`config.mk`:
```
export PLATFORM = sky130hd
export DESIGN_NAME = fcpf_feedback
export DESIGN_NICKNAME = d
export VERILOG_FILES = /design/src/rtl/fcpf_pkg.sv /design/src/rtl/fcpf_quad_gen.sv /design/src/rtl/fcpf_feedback.sv
export SDC_FILE = /design/constraint.sdc
export NUM_CORES = 2
export LEC_CHECK = 0
export BUFFER_PORTS_ARGS = -buffer_cell sky130_fd_sc_hd__buf_4
export CELL_PAD_IN_SITES_DETAIL_PLACEMENT = 1
export CELL_PAD_IN_SITES_GLOBAL_PLACEMENT = 2
export CORE_ASPECT_RATIO = 0.6
export CORE_MARGIN = 5
export CORE_UTILIZATION = 40
export DETAILED_ROUTE_END_ITERATION = 10
export MAX_ROUTING_LAYER = met4
export PLACE_DENSITY_LB_ADDON = 0.05
export SLEW_MARGIN = 20
export SYNTH_ARGS = -nofsm -noshare
export SYNTH_HDL_FRONTEND = slang
export SYNTH_SLANG_ARGS = --single-unit
```
`constraint.sdc`:
```
create_clock -name clk_sys -period 23.1 [get_ports clk_sys]
set_clock_uncertainty 0.15 [all_clocks]
set_input_delay 1.155 -clock clk_sys [delete_from_list [all_inputs] [get_ports clk_sys]]
set_output_delay 1.155 -clock clk_sys [all_outputs]
set_load 0.02 [all_outputs]
```
`src/rtl/fcpf_pkg.sv`:
```
// Package with register map, field widths and factory values
package fcpf_pkg;
  // ============================================================
  // Register offsets (byte addresses, one word each)
  localparam logic [7:0] ADDR_PITCH      = 8'h00;
  localparam logic [7:0] ADDR_RESOLUTION = 8'h04;
  localparam logic [7:0] ADDR_DEV_LIMIT  = 8'h08;
  localparam logic [7:0] ADDR_MULT       = 8'h0c;
  localparam logic [7:0] ADDR_USAGE      = 8'h10;
  localparam logic [7:0] ADDR_DIRECTION  = 8'h14;
  localparam logic [7:0] ADDR_MON_SEL    = 8'h18;
  localparam logic [7:0] ADDR_STATUS     = 8'h1c;
  localparam logic [7:0] ADDR_RESTART    = 8'h20;
  // ============================================================
  // Setting ranges and factory values
  localparam logic [20:0] PITCH_MIN    = 21'h000064;
  localparam logic [20:0] PITCH_MAX    = 21'h100000;
  localparam logic [20:0] PITCH_RST    = 21'h008000;
  localparam logic [8:0]  RES_MIN      = 9'h001;
  localparam logic [8:0]  RES_MAX      = 9'h100;
  localparam logic [8:0]  RES_RST      = 9'h014;
  localparam logic [31:0] DEV_MAX      = 32'h40000000;
  localparam logic [31:0] DEV_RST      = 32'h000003e8;
  localparam logic [6:0]  MULT_MIN     = 7'h01;
  localparam logic [6:0]  MULT_MAX     = 7'h64;
  localparam logic [6:0]  MULT_RST     = 7'h14;
  localparam logic [7:0]  MON_POS_ERR  = 8'h07;
  localparam logic [7:0]  MON1_RST     = 8'h02;
  localparam logic [7:0]  MON2_RST     = 8'h00;
  localparam int          SUBPITCH_SH  = 8;
  localparam int          PERCENT      = 100;
  // ============================================================
  // Encoder usage digit
  typedef enum logic [1:0] {FCPF_SEMI, FCPF_FWD, FCPF_REV, FCPF_BAD}
    fcpf_usage_e;
  function automatic fcpf_usage_e fcpf_decode_usage(input logic [3:0] d);
    unique case (d)
      4'h0:    fcpf_decode_usage = FCPF_SEMI;
      4'h1:    fcpf_decode_usage = FCPF_FWD;
      4'h3:    fcpf_decode_usage = FCPF_REV;
      default: fcpf_decode_usage = FCPF_BAD;
    endcase
  endfunction
endpackage

```
`src/rtl/fcpf_quad_gen.sv`:
```
// Quadrature pulse generator that walks an edge count toward a target
`timescale 1ns/100ps
module fcpf_quad_gen
  import fcpf_pkg::*;
#(
  parameter int CW = 32
) (
  input  wire logic          clk_sys,
  input  wire logic          rst_n,
  input  wire logic [CW-1:0] target,
  input  wire logic [8:0]    edges_per_pitch,
  output logic               phase_a,
  output logic               phase_b,
  output logic               index
);
  logic [CW-1:0] count_reg;
  logic [8:0]    sub_reg;
  logic          up;
  logic          dn;

  assign up = $signed(target) > $signed(count_reg);
  assign dn = $signed(target) < $signed(count_reg);

  // ============================================================
  // One quadrature edge per clock toward the target
  always_ff @(posedge clk_sys or negedge rst_n) begin
    if (!rst_n) begin
      count_reg <= '0;
      sub_reg   <= '0;
    end else if (up) begin
      count_reg <= count_reg + 1'b1;
      sub_reg   <= (sub_reg + 9'h001 >= edges_per_pitch) ? 9'h000
                                                         : sub_reg + 9'h001;
    end else if (dn) begin
      count_reg <= count_reg - 1'b1;
      sub_reg   <= (sub_reg == 9'h000) ? edges_per_pitch - 9'h001
                                       : sub_reg - 9'h001;
    end
  end

  always_ff @(posedge clk_sys or negedge rst_n) begin
    if (!rst_n) begin
      phase_a <= 1'b0;
      phase_b <= 1'b0;
      index   <= 1'b1;
    end else begin
      phase_a <= count_reg[1];
      phase_b <= count_reg[1] ^ count_reg[0];
      index   <= (sub_reg == 9'h000);
    end
  end
endmodule

```
`src/rtl/fcpf_feedback.sv`:
```
// Fully-closed position feedback: divider outputs, deviation alarm
// Operation
// - Pitch count 100..1048576, applied on restart
// - Output resolution 1..256, applied on restart
// - Divide scale position into A, B, index
// - Reversed scale inverts phase B output
// - Alarm when deviation exceeds limit
// - Multiplier 1..100 percent widens deviation check
// - Usage digit 0 semi, 1 forward, 3 reversed
// - Monitor code 07 outputs motor-load error
//
// Implementation choices: the plain strobed port and the register addresses.
`timescale 1ns/100ps
module fcpf_feedback
  import fcpf_pkg::*;
(
  input  wire logic        clk_sys,
  input  wire logic        rst_n,
  input  wire logic [7:0]  reg_addr,
  input  wire logic [31:0] reg_wdata,
  input  wire logic        reg_wr,
  input  wire logic        reg_rd,
  output logic      [31:0] reg_rdata,
  input  wire logic [31:0] scale_pos,
  input  wire logic [31:0] motor_pos,
  input  wire logic        control_tick,
  input  wire logic        alarm_reset,
  output logic             phase_a_pulse_out,
  output logic             phase_b_pulse_out,
  output logic             index_pulse_out,
  output logic             motor_load_deviation_alarm,
  output logic      [15:0] monitor_one_out,
  output logic      [15:0] monitor_two_out
);
  logic [20:0] pitch_reg;
  logic [20:0] pitch_act_reg;
  logic [8:0]  res_reg;
  logic [8:0]  res_act_reg;
  logic [31:0] dev_limit_reg;
  logic [6:0]  mult_reg;
  logic [3:0]  usage_reg;
  logic [3:0]  direction_reg;
  logic [7:0]  mon1_sel_reg;
  logic [7:0]  mon2_sel_reg;
  logic        restart;
  logic        wr_alarm_clr;
  fcpf_usage_e usage;
  logic        reversed;
  logic        closed;

  // ============================================================
  // Register writes; out-of-range values are ignored
  assign restart      = reg_wr && reg_addr == ADDR_RESTART && reg_wdata[0];
  assign wr_alarm_clr = reg_wr && reg_addr == ADDR_STATUS && reg_wdata[0];

  always_ff @(posedge clk_sys or negedge rst_n) begin
    if (!rst_n) begin
      pitch_reg     <= PITCH_RST;
      res_reg       <= RES_RST;
      dev_limit_reg <= DEV_RST;
      mult_reg      <= MULT_RST;
      usage_reg     <= 4'h0;
      direction_reg <= 4'h0;
      mon1_sel_reg  <= MON1_RST;
      mon2_sel_reg  <= MON2_RST;
    end else if (reg_wr) begin
      unique case (reg_addr)
        ADDR_PITCH: begin
          if (reg_wdata >= 32'(PITCH_MIN) && reg_wdata <= 32'(PITCH_MAX))
            pitch_reg <= reg_wdata[20:0];
        end
        ADDR_RESOLUTION: begin
          if (reg_wdata >= 32'(RES_MIN) && reg_wdata <= 32'(RES_MAX))
            res_reg <= reg_wdata[8:0];
        end
        ADDR_DEV_LIMIT: begin
          if (reg_wdata <= DEV_MAX)
            dev_limit_reg <= reg_wdata;
        end
        ADDR_MULT: begin
          if (reg_wdata >= 32'(MULT_MIN) && reg_wdata <= 32'(MULT_MAX))
            mult_reg <= reg_wdata[6:0];
        end
        ADDR_USAGE: begin
          if (fcpf_decode_usage(reg_wdata[3:0]) != FCPF_BAD)
            usage_reg <= reg_wdata[3:0];
        end
        ADDR_DIRECTION: direction_reg <= reg_wdata[3:0];
        ADDR_MON_SEL: begin
          mon1_sel_reg <= reg_wdata[7:0];
          mon2_sel_reg <= reg_wdata[15:8];
        end
        default: ;
      endcase
    end
  end

  // Restart-validated settings take effect only on restart command
  always_ff @(posedge clk_sys or negedge rst_n) begin
    if (!rst_n) begin
      pitch_act_reg <= PITCH_RST;
      res_act_reg   <= RES_RST;
    end else if (restart) begin
      pitch_act_reg <= pitch_reg;
      res_act_reg   <= res_reg;
    end
  end

  assign usage    = fcpf_decode_usage(usage_reg);
  assign reversed = usage == FCPF_REV;
  assign closed   = usage == FCPF_FWD || usage == FCPF_REV;

  // ============================================================
  // Pulse divider
  logic signed [40:0] scaled;
  logic        [31:0] edge_target;
  logic               q_b;

  assign scaled      = $signed(scale_pos) * $signed({32'h0, res_act_reg});
  assign edge_target = scaled[SUBPITCH_SH +: 32];

  fcpf_quad_gen #(.CW(32)) u_quad (
    .clk_sys         (clk_sys),
    .rst_n           (rst_n),
    .target          (edge_target),
    .edges_per_pitch (res_act_reg),
    .phase_a         (phase_a_pulse_out),
    .phase_b         (q_b),
    .index           (index_pulse_out)
  );

  assign phase_b_pulse_out = q_b ^ reversed;

  // ============================================================
  // Motor-to-load deviation
  logic signed [32:0] diff;
  logic        [32:0] diff_abs;
  logic        [32:0] limit_eff;
  logic        [27:0] pitch_mult;
  logic               over;

  assign diff       = $signed({scale_pos[31], scale_pos})
                    - $signed({motor_pos[31], motor_pos});
  assign diff_abs   = diff[32] ? 33'(-diff) : 33'(diff);
  assign pitch_mult = 28'(pitch_act_reg) * 28'(mult_reg);
  assign limit_eff  = {1'b0, dev_limit_reg}
                    + 33'(pitch_mult / 28'(PERCENT));
  assign over       = closed && diff_abs > limit_eff;

  always_ff @(posedge clk_sys or negedge rst_n) begin
    if (!rst_n) begin
      motor_load_deviation_alarm <= 1'b0;
    end else if (control_tick && over) begin
      motor_load_deviation_alarm <= 1'b1;
    end else if (alarm_reset || wr_alarm_clr) begin
      motor_load_deviation_alarm <= 1'b0;
    end
  end

  // ============================================================
  // Analog monitors, 10 mV per reference unit, saturated
  function automatic logic [15:0] mon_value(input logic [7:0] sel,
                                            input logic signed [32:0] d);
    logic [15:0] v;
    v = 16'h0000;
    if (sel == MON_POS_ERR) begin
      if (d > 33'sd32767)
        v = 16'h7fff;
      else if (d < -33'sd32768)
        v = 16'h8000;
      else
        v = d[15:0];
    end
    mon_value = v;
  endfunction

  always_ff @(posedge clk_sys or negedge rst_n) begin
    if (!rst_n) begin
      monitor_one_out <= 16'h0000;
      monitor_two_out <= 16'h0000;
    end else begin
      monitor_one_out <= mon_value(mon1_sel_reg, diff);
      monitor_two_out <= mon_value(mon2_sel_reg, diff);
    end
  end

  // ============================================================
  // Register reads, data valid only in the cycle after the strobe
  always_ff @(posedge clk_sys or negedge rst_n) begin
    if (!rst_n) begin
      reg_rdata <= 32'h0000_0000;
    end else if (reg_rd) begin
      unique case (reg_addr)
        ADDR_PITCH:      reg_rdata <= 32'(pitch_reg);
        ADDR_RESOLUTION: reg_rdata <= 32'(res_reg);
        ADDR_DEV_LIMIT:  reg_rdata <= dev_limit_reg;
        ADDR_MULT:       reg_rdata <= 32'(mult_reg);
        ADDR_USAGE:      reg_rdata <= 32'(usage_reg);
        ADDR_DIRECTION:  reg_rdata <= 32'(direction_reg);
        ADDR_MON_SEL:    reg_rdata <= {16'h0000, mon2_sel_reg, mon1_sel_reg};
        ADDR_STATUS:     reg_rdata <= {29'h0, reversed, closed,
                                       motor_load_deviation_alarm};
        default:         reg_rdata <= 32'h0000_0000;
      endcase
    end else begin
      reg_rdata <= 32'h0000_0000;
    end
  end

  // ============================================================
  // Assertions
  property p_pitch_range;
    @(posedge clk_sys) disable iff (!rst_n)
      pitch_reg >= PITCH_MIN && pitch_reg <= PITCH_MAX;
  endproperty
  a_pitch_range: assert property (p_pitch_range)
    else $error("pitch setting out of range");

  property p_restart_apply;
    @(posedge clk_sys) disable iff (!rst_n)
      restart |=> pitch_act_reg == $past(pitch_reg)
               && res_act_reg == $past(res_reg);
  endproperty
  a_restart_apply: assert property (p_restart_apply)
    else $error("restart did not apply settings");

  property p_res_hold;
    @(posedge clk_sys) disable iff (!rst_n)
      !restart |=> $stable(res_act_reg);
  endproperty
  a_res_hold: assert property (p_res_hold)
    else $error("resolution changed without restart");

  property p_quad_single;
    @(posedge clk_sys) disable iff (!rst_n)
      $changed(phase_a_pulse_out) |-> $stable(q_b);
  endproperty
  a_quad_single: assert property (p_quad_single)
    else $error("both quadrature phases changed together");

  property p_phase_b_rev;
    @(posedge clk_sys) disable iff (!rst_n)
      phase_b_pulse_out == (q_b ^ (usage_reg == 4'h3));
  endproperty
  a_phase_b_rev: assert property (p_phase_b_rev)
    else $error("phase B polarity wrong");

  property p_alarm_set;
    @(posedge clk_sys) disable iff (!rst_n)
      control_tick && closed && diff_abs > limit_eff
        |=> motor_load_deviation_alarm;
  endproperty
  a_alarm_set: assert property (p_alarm_set)
    else $error("deviation alarm missed");

  property p_mult_range;
    @(posedge clk_sys) disable iff (!rst_n)
      mult_reg >= MULT_MIN && mult_reg <= MULT_MAX;
  endproperty
  a_mult_range: assert property (p_mult_range)
    else $error("multiplier out of range");

  property p_usage_legal;
    @(posedge clk_sys) disable iff (!rst_n)
      usage_reg == 4'h0 || usage_reg == 4'h1 || usage_reg == 4'h3;
  endproperty
  a_usage_legal: assert property (p_usage_legal)
    else $error("reserved usage digit stored");

  property p_monitor;
    @(posedge clk_sys) disable iff (!rst_n)
      mon1_sel_reg == MON_POS_ERR && diff > -33'sd100 && diff < 33'sd100
        |=> monitor_one_out == $past(diff[15:0]);
  endproperty
  a_monitor: assert property (p_monitor)
    else $error("monitor one does not show position error");

  property p_alarm_sticky;
    @(posedge clk_sys) disable iff (!rst_n)
      motor_load_deviation_alarm && !alarm_reset && !wr_alarm_clr
        |=> motor_load_deviation_alarm;
  endproperty
  a_alarm_sticky: assert property (p_alarm_sticky)
    else $error("alarm dropped without reset");

  c_alarm_rise: cover property (@(posedge clk_sys) disable iff (!rst_n)
    $rose(motor_load_deviation_alarm));
  c_restart: cover property (@(posedge clk_sys) disable iff (!rst_n)
    restart ##1 $changed(res_act_reg));
  c_reversed_pulse: cover property (@(posedge clk_sys) disable iff (!rst_n)
    reversed && $changed(phase_b_pulse_out));
endmodule

```
==> flow_summary.json <==
{
  "drive_above_1_share_pct": 23.6,
  "status": "finished, final reports clean",
  "grt_pass1_vias": 32214,
  "synth_compound_area_share_pct": 17.4,
  "setup_violations": 0,
  "drv_cap": 0,
  "numCtsBuffers": 26,
  "ys_seq_elements": 232,
  "power_uw": 1480,
  "synth_flop_cell": "dfrtp_1",
  "std_cell_rows": 82,
  "holdPathStages": 1,
  "cpMaxStageDelayCell": "fa_1",
  "die_area_mm2": 0.0906,
  "syn_to_final_growth_pct": 21.4,
  "dr_wl_met3_mm": 11.2,
  "dieWidth_um": 385,
  "synthCells": 3814,
  "num_vias": 30510,
  "worstPathArrival_ns": 22.64,
  "cts_max_path_buffers": 3,
  "wl_mm": 132,
  "synth_top_family_by_area": "adder cells",
  "tightest_slew_ns": 1.28,
  "r2r-start": "mult_reg[3]",
  "drc": 0,
  "fp.coreArea_mm2": 0.0836,
  "grt.overflow.total": 0,
  "hold_viol": 0,
  "syn_avg_cell_area_um2": 8.86,
  "cp-end-kind": "register",
  "r2r_cells": 104,
  "antenna_left": 0,
  "cp.required_ns": 23.44,
  "finalCritPeriodShare_pct": 96.5,
  "layout_min_cycle_time_ns": 22.30,
  "yosysUniqueCellTypes": 135,
  "clkLatencyLatePin_ns": 0.60,
  "cp-start-kind": "register",
  "globalRouteTotalUtil_pct": 29.2,
  "register_area_mm2": 0.00584,
  "cts_tree": "built",
  "muxShareOfSynthArea_pct": 4.79,
  "stdcell_area_mm2": 0.0410,
  "place_area_mm2": 0.0385,
  "dp_hpwl_mm": 107,
  "place_congestion": 0.930,
  "grt_max_degree": 98,
  "synthAdderAreaFrac_pct": 30.0,
  "multi_input_area_mm2": 0.0269,
  "fill_cells": 9722,
  "maxSlewViolCount": 0,
  "rrSetupSlack_ns": 0.80,
  "async_flop_share_pct": 100,
  "die_h_um": 235,
  "synth-edff-count": 0,
  "crit-reg2reg-capture": "motor_load_deviation_alarm",
  "hold_start": "u_quad.count_reg[31]",
  "path_buf_inv": 15,
  "fmax_mhz": 44.8,
  "initial_utilization_pct": 40.4,
  "wl_per_cell_um": 24.4,
  "postSynthNetCount": 4539,
  "path_max_fanout": 17,
  "numPortBuffers": 177,
  "p_leak_uw": 0.0204,
  "drt-initial-drc-count": 2139,
  "met1_length_mm": 68.2,
  "path_delay_family": "compound AO/OA/AOI/OAI gates",
  "crit_top_cell": "buf_4",
  "synth_simple_gate_area_share_pct": 17.9,
  "ys_seq_area_share_pct": 17.2,
  "netlist_area_mm2": 0.0338,
  "critPathMaxStageDelay_ns": 0.59,
  "min_to": "u_quad.count_reg[31]",
  "cts_sinks": 232,
  "worstSetupPathType": "reg -> reg",
  "cts-root-buf": "clkbuf_16",
  "antenna_found_initial": 6,
  "fin_nets": 4986,
  "routed_via_density": 5.63,
  "drt_pass1_iterations": 5,
  "grt_pass1_wl_mm": 200,
  "wl_met2_mm": 51.3,
  "p_per_area_mw_per_mm2": 36.0,
  "htreeDepth": 1,
  "ir_drop_mv": 0.0603,
  "synth_xor_area_share_pct": 5.70,
  "io_pins": 178,
  "top_layer_used": "met4",
  "max_slew_margin_pct": 14.0,
  "hp-class": "reg -> reg",
  "ys_warn_count": 0,
  "cts.clk_slew.worst_paths_ns": 0.07
}
[worst register-to-register path, delay by kind of cell, from the launching register on]
kind	cells	cell delay (ns)
AO/OA/AOI/OAI	54	11.09
AND/OR/NAND/NOR	21	3.57
adder cells (fa/ha/maj)	8	3.33
buffers and inverters	15	2.41
XOR/XNOR	5	0.82
flip-flops	1	0.55
multiplexers	1	0.25
[metrics by stage]
step / hold slack, ns / instances / setup WS [ns] / TNS, ns / utilization [%]
global route: 0.365 / 5416 / -0.235 / -0.235 / 49.1
global placement: 0.320 / 5315 / -0.0990 / -0.0990 / 46.0
detailed placement: 0.330 / 5315 / -0.361 / -0.361 / 46.0
CTS: 0.339 / 5366 / 0.00141 / 0 / 47.3
finish: 0.333 / 5418 / 0.800 / 0 / 49.1
floorplan: 0.296 / 3814 / 2.16 / 0 / -
[cell type report]
class	count	share of cell area, %
Multi-Input combinational cell	2974	65.5
Clock buffer	35	1.72
Tap cell	1134	3.46
Sequential cell	232	14.2
Clock inverter	13	0.512
Inverter	480	4.39
Timing Repair Buffer	547	10.1
Antenna cell	3	0.0183
[cells in the final DEF (no fill, tap or decap), types with 25 or more instances in the layout]
cell       instances
a21o_1            38
nand4_1           30
nand2_1          291
nor3_1            79
nand3_1           50
nor2b_1           37
a21oi_1          173
a21oi_2           42
dfrtp_1          213
and3_1            36
inv_1            476
o21ai_0           87
clkbuf_16         26
fa_1             323
ha_1             277
o21ai_1           25
a22oi_1           28
xor2_1            48
xnor2_1          151
o21a_1            41
o21bai_1          72
nand2b_1          27
mux2_2           123
and2_1           299
nor2_1           218
buf_4            540
[per-layer routing]
metal / vias up / global-route usage [%]
li1: 13895 / -
met1: 15683 / 46.0
met2: 834 / 38.3
met3: 98 / 7.37
met4: 0 / 3.15
met5: - / -
[worst max-delay path by stage]
stage                      startpoint                          to  slack, ns  depth (start not counted)
after floorplan           mult_reg[4]  motor_load_deviation_alarm       2.16                         97
after global placement    mult_reg[4]  motor_load_deviation_alarm       -0.1                        101
after detailed placement  mult_reg[4]  motor_load_deviation_alarm      -0.36                        102
after CTS                 mult_reg[4]  motor_load_deviation_alarm      0.001                        102
after global routing      mult_reg[4]  motor_load_deviation_alarm      -0.24                        104
final                     mult_reg[3]  motor_load_deviation_alarm       0.80                        104
[synthesized netlist by cell type, drive strengths merged, types with 10 or more instances]
cell type | instances | area share, %
o31ai | 13 | 0.39
mux2i | 17 | 0.58
nor4 | 22 | 0.46
a211oi | 23 | 0.64
dfstp | 16 | 1.2
a21o | 41 | 0.92
nand2 | 294 | 3.3
and2 | 301 | 5.6
a31oi | 35 | 0.77
o21ai | 126 | 1.9
buf | 35 | 0.56
nand3 | 60 | 0.93
a2bb2oi | 10 | 0.30
xnor2 | 162 | 4.3
or3 | 12 | 0.24
a222oi | 11 | 0.33
fa | 323 | 19
a221oi | 12 | 0.40
nor2b | 37 | 0.69
ha | 292 | 11
inv | 480 | 5.3
nand4 | 31 | 0.59
dfrtp | 216 | 16
a21oi | 221 | 3.4
and3 | 37 | 0.70
mux2 | 126 | 4.2
nand2b | 28 | 0.52
o22ai | 11 | 0.26
o211ai | 23 | 0.57
nor2 | 230 | 2.6
xor2 | 52 | 1.4
o21a | 42 | 0.93
o21bai | 75 | 1.7
o311ai | 10 | 0.33
clkbuf | 94 | 1.0
a22oi | 34 | 0.80
nor3 | 96 | 1.5
[power by group]
group | switching, uW | internal [uW]
combinational | 356 | 210
sequential | 11.4 | 424
clock | 211 | 262
total | 579 | 897
[repair_timing]
item | in CTS | in global routing
pin swaps | 2 | 57
gates cloned | 0 | 1
endpoints found under the setup margin | 1 | 1
hold buffers | 0 | 0
hold endpoints to repair | 0 | 0
gates resized for setup | 20 | 207
buffers inserted | 3 | 46
[cell families after synthesis]
| family | after synthesis |
|---|---|
| flip-flops | 232 |
| XOR/XNOR | 214 |
| AO/OA/AOI/OAI | 813 |
| multiplexers | 143 |
| AND/OR/NAND/NOR | 1185 |
| adder cells (fa/ha/maj) | 618 |
| buffers and inverters | 609 |
Note: power is estimated with default switching activity, not from simulation.
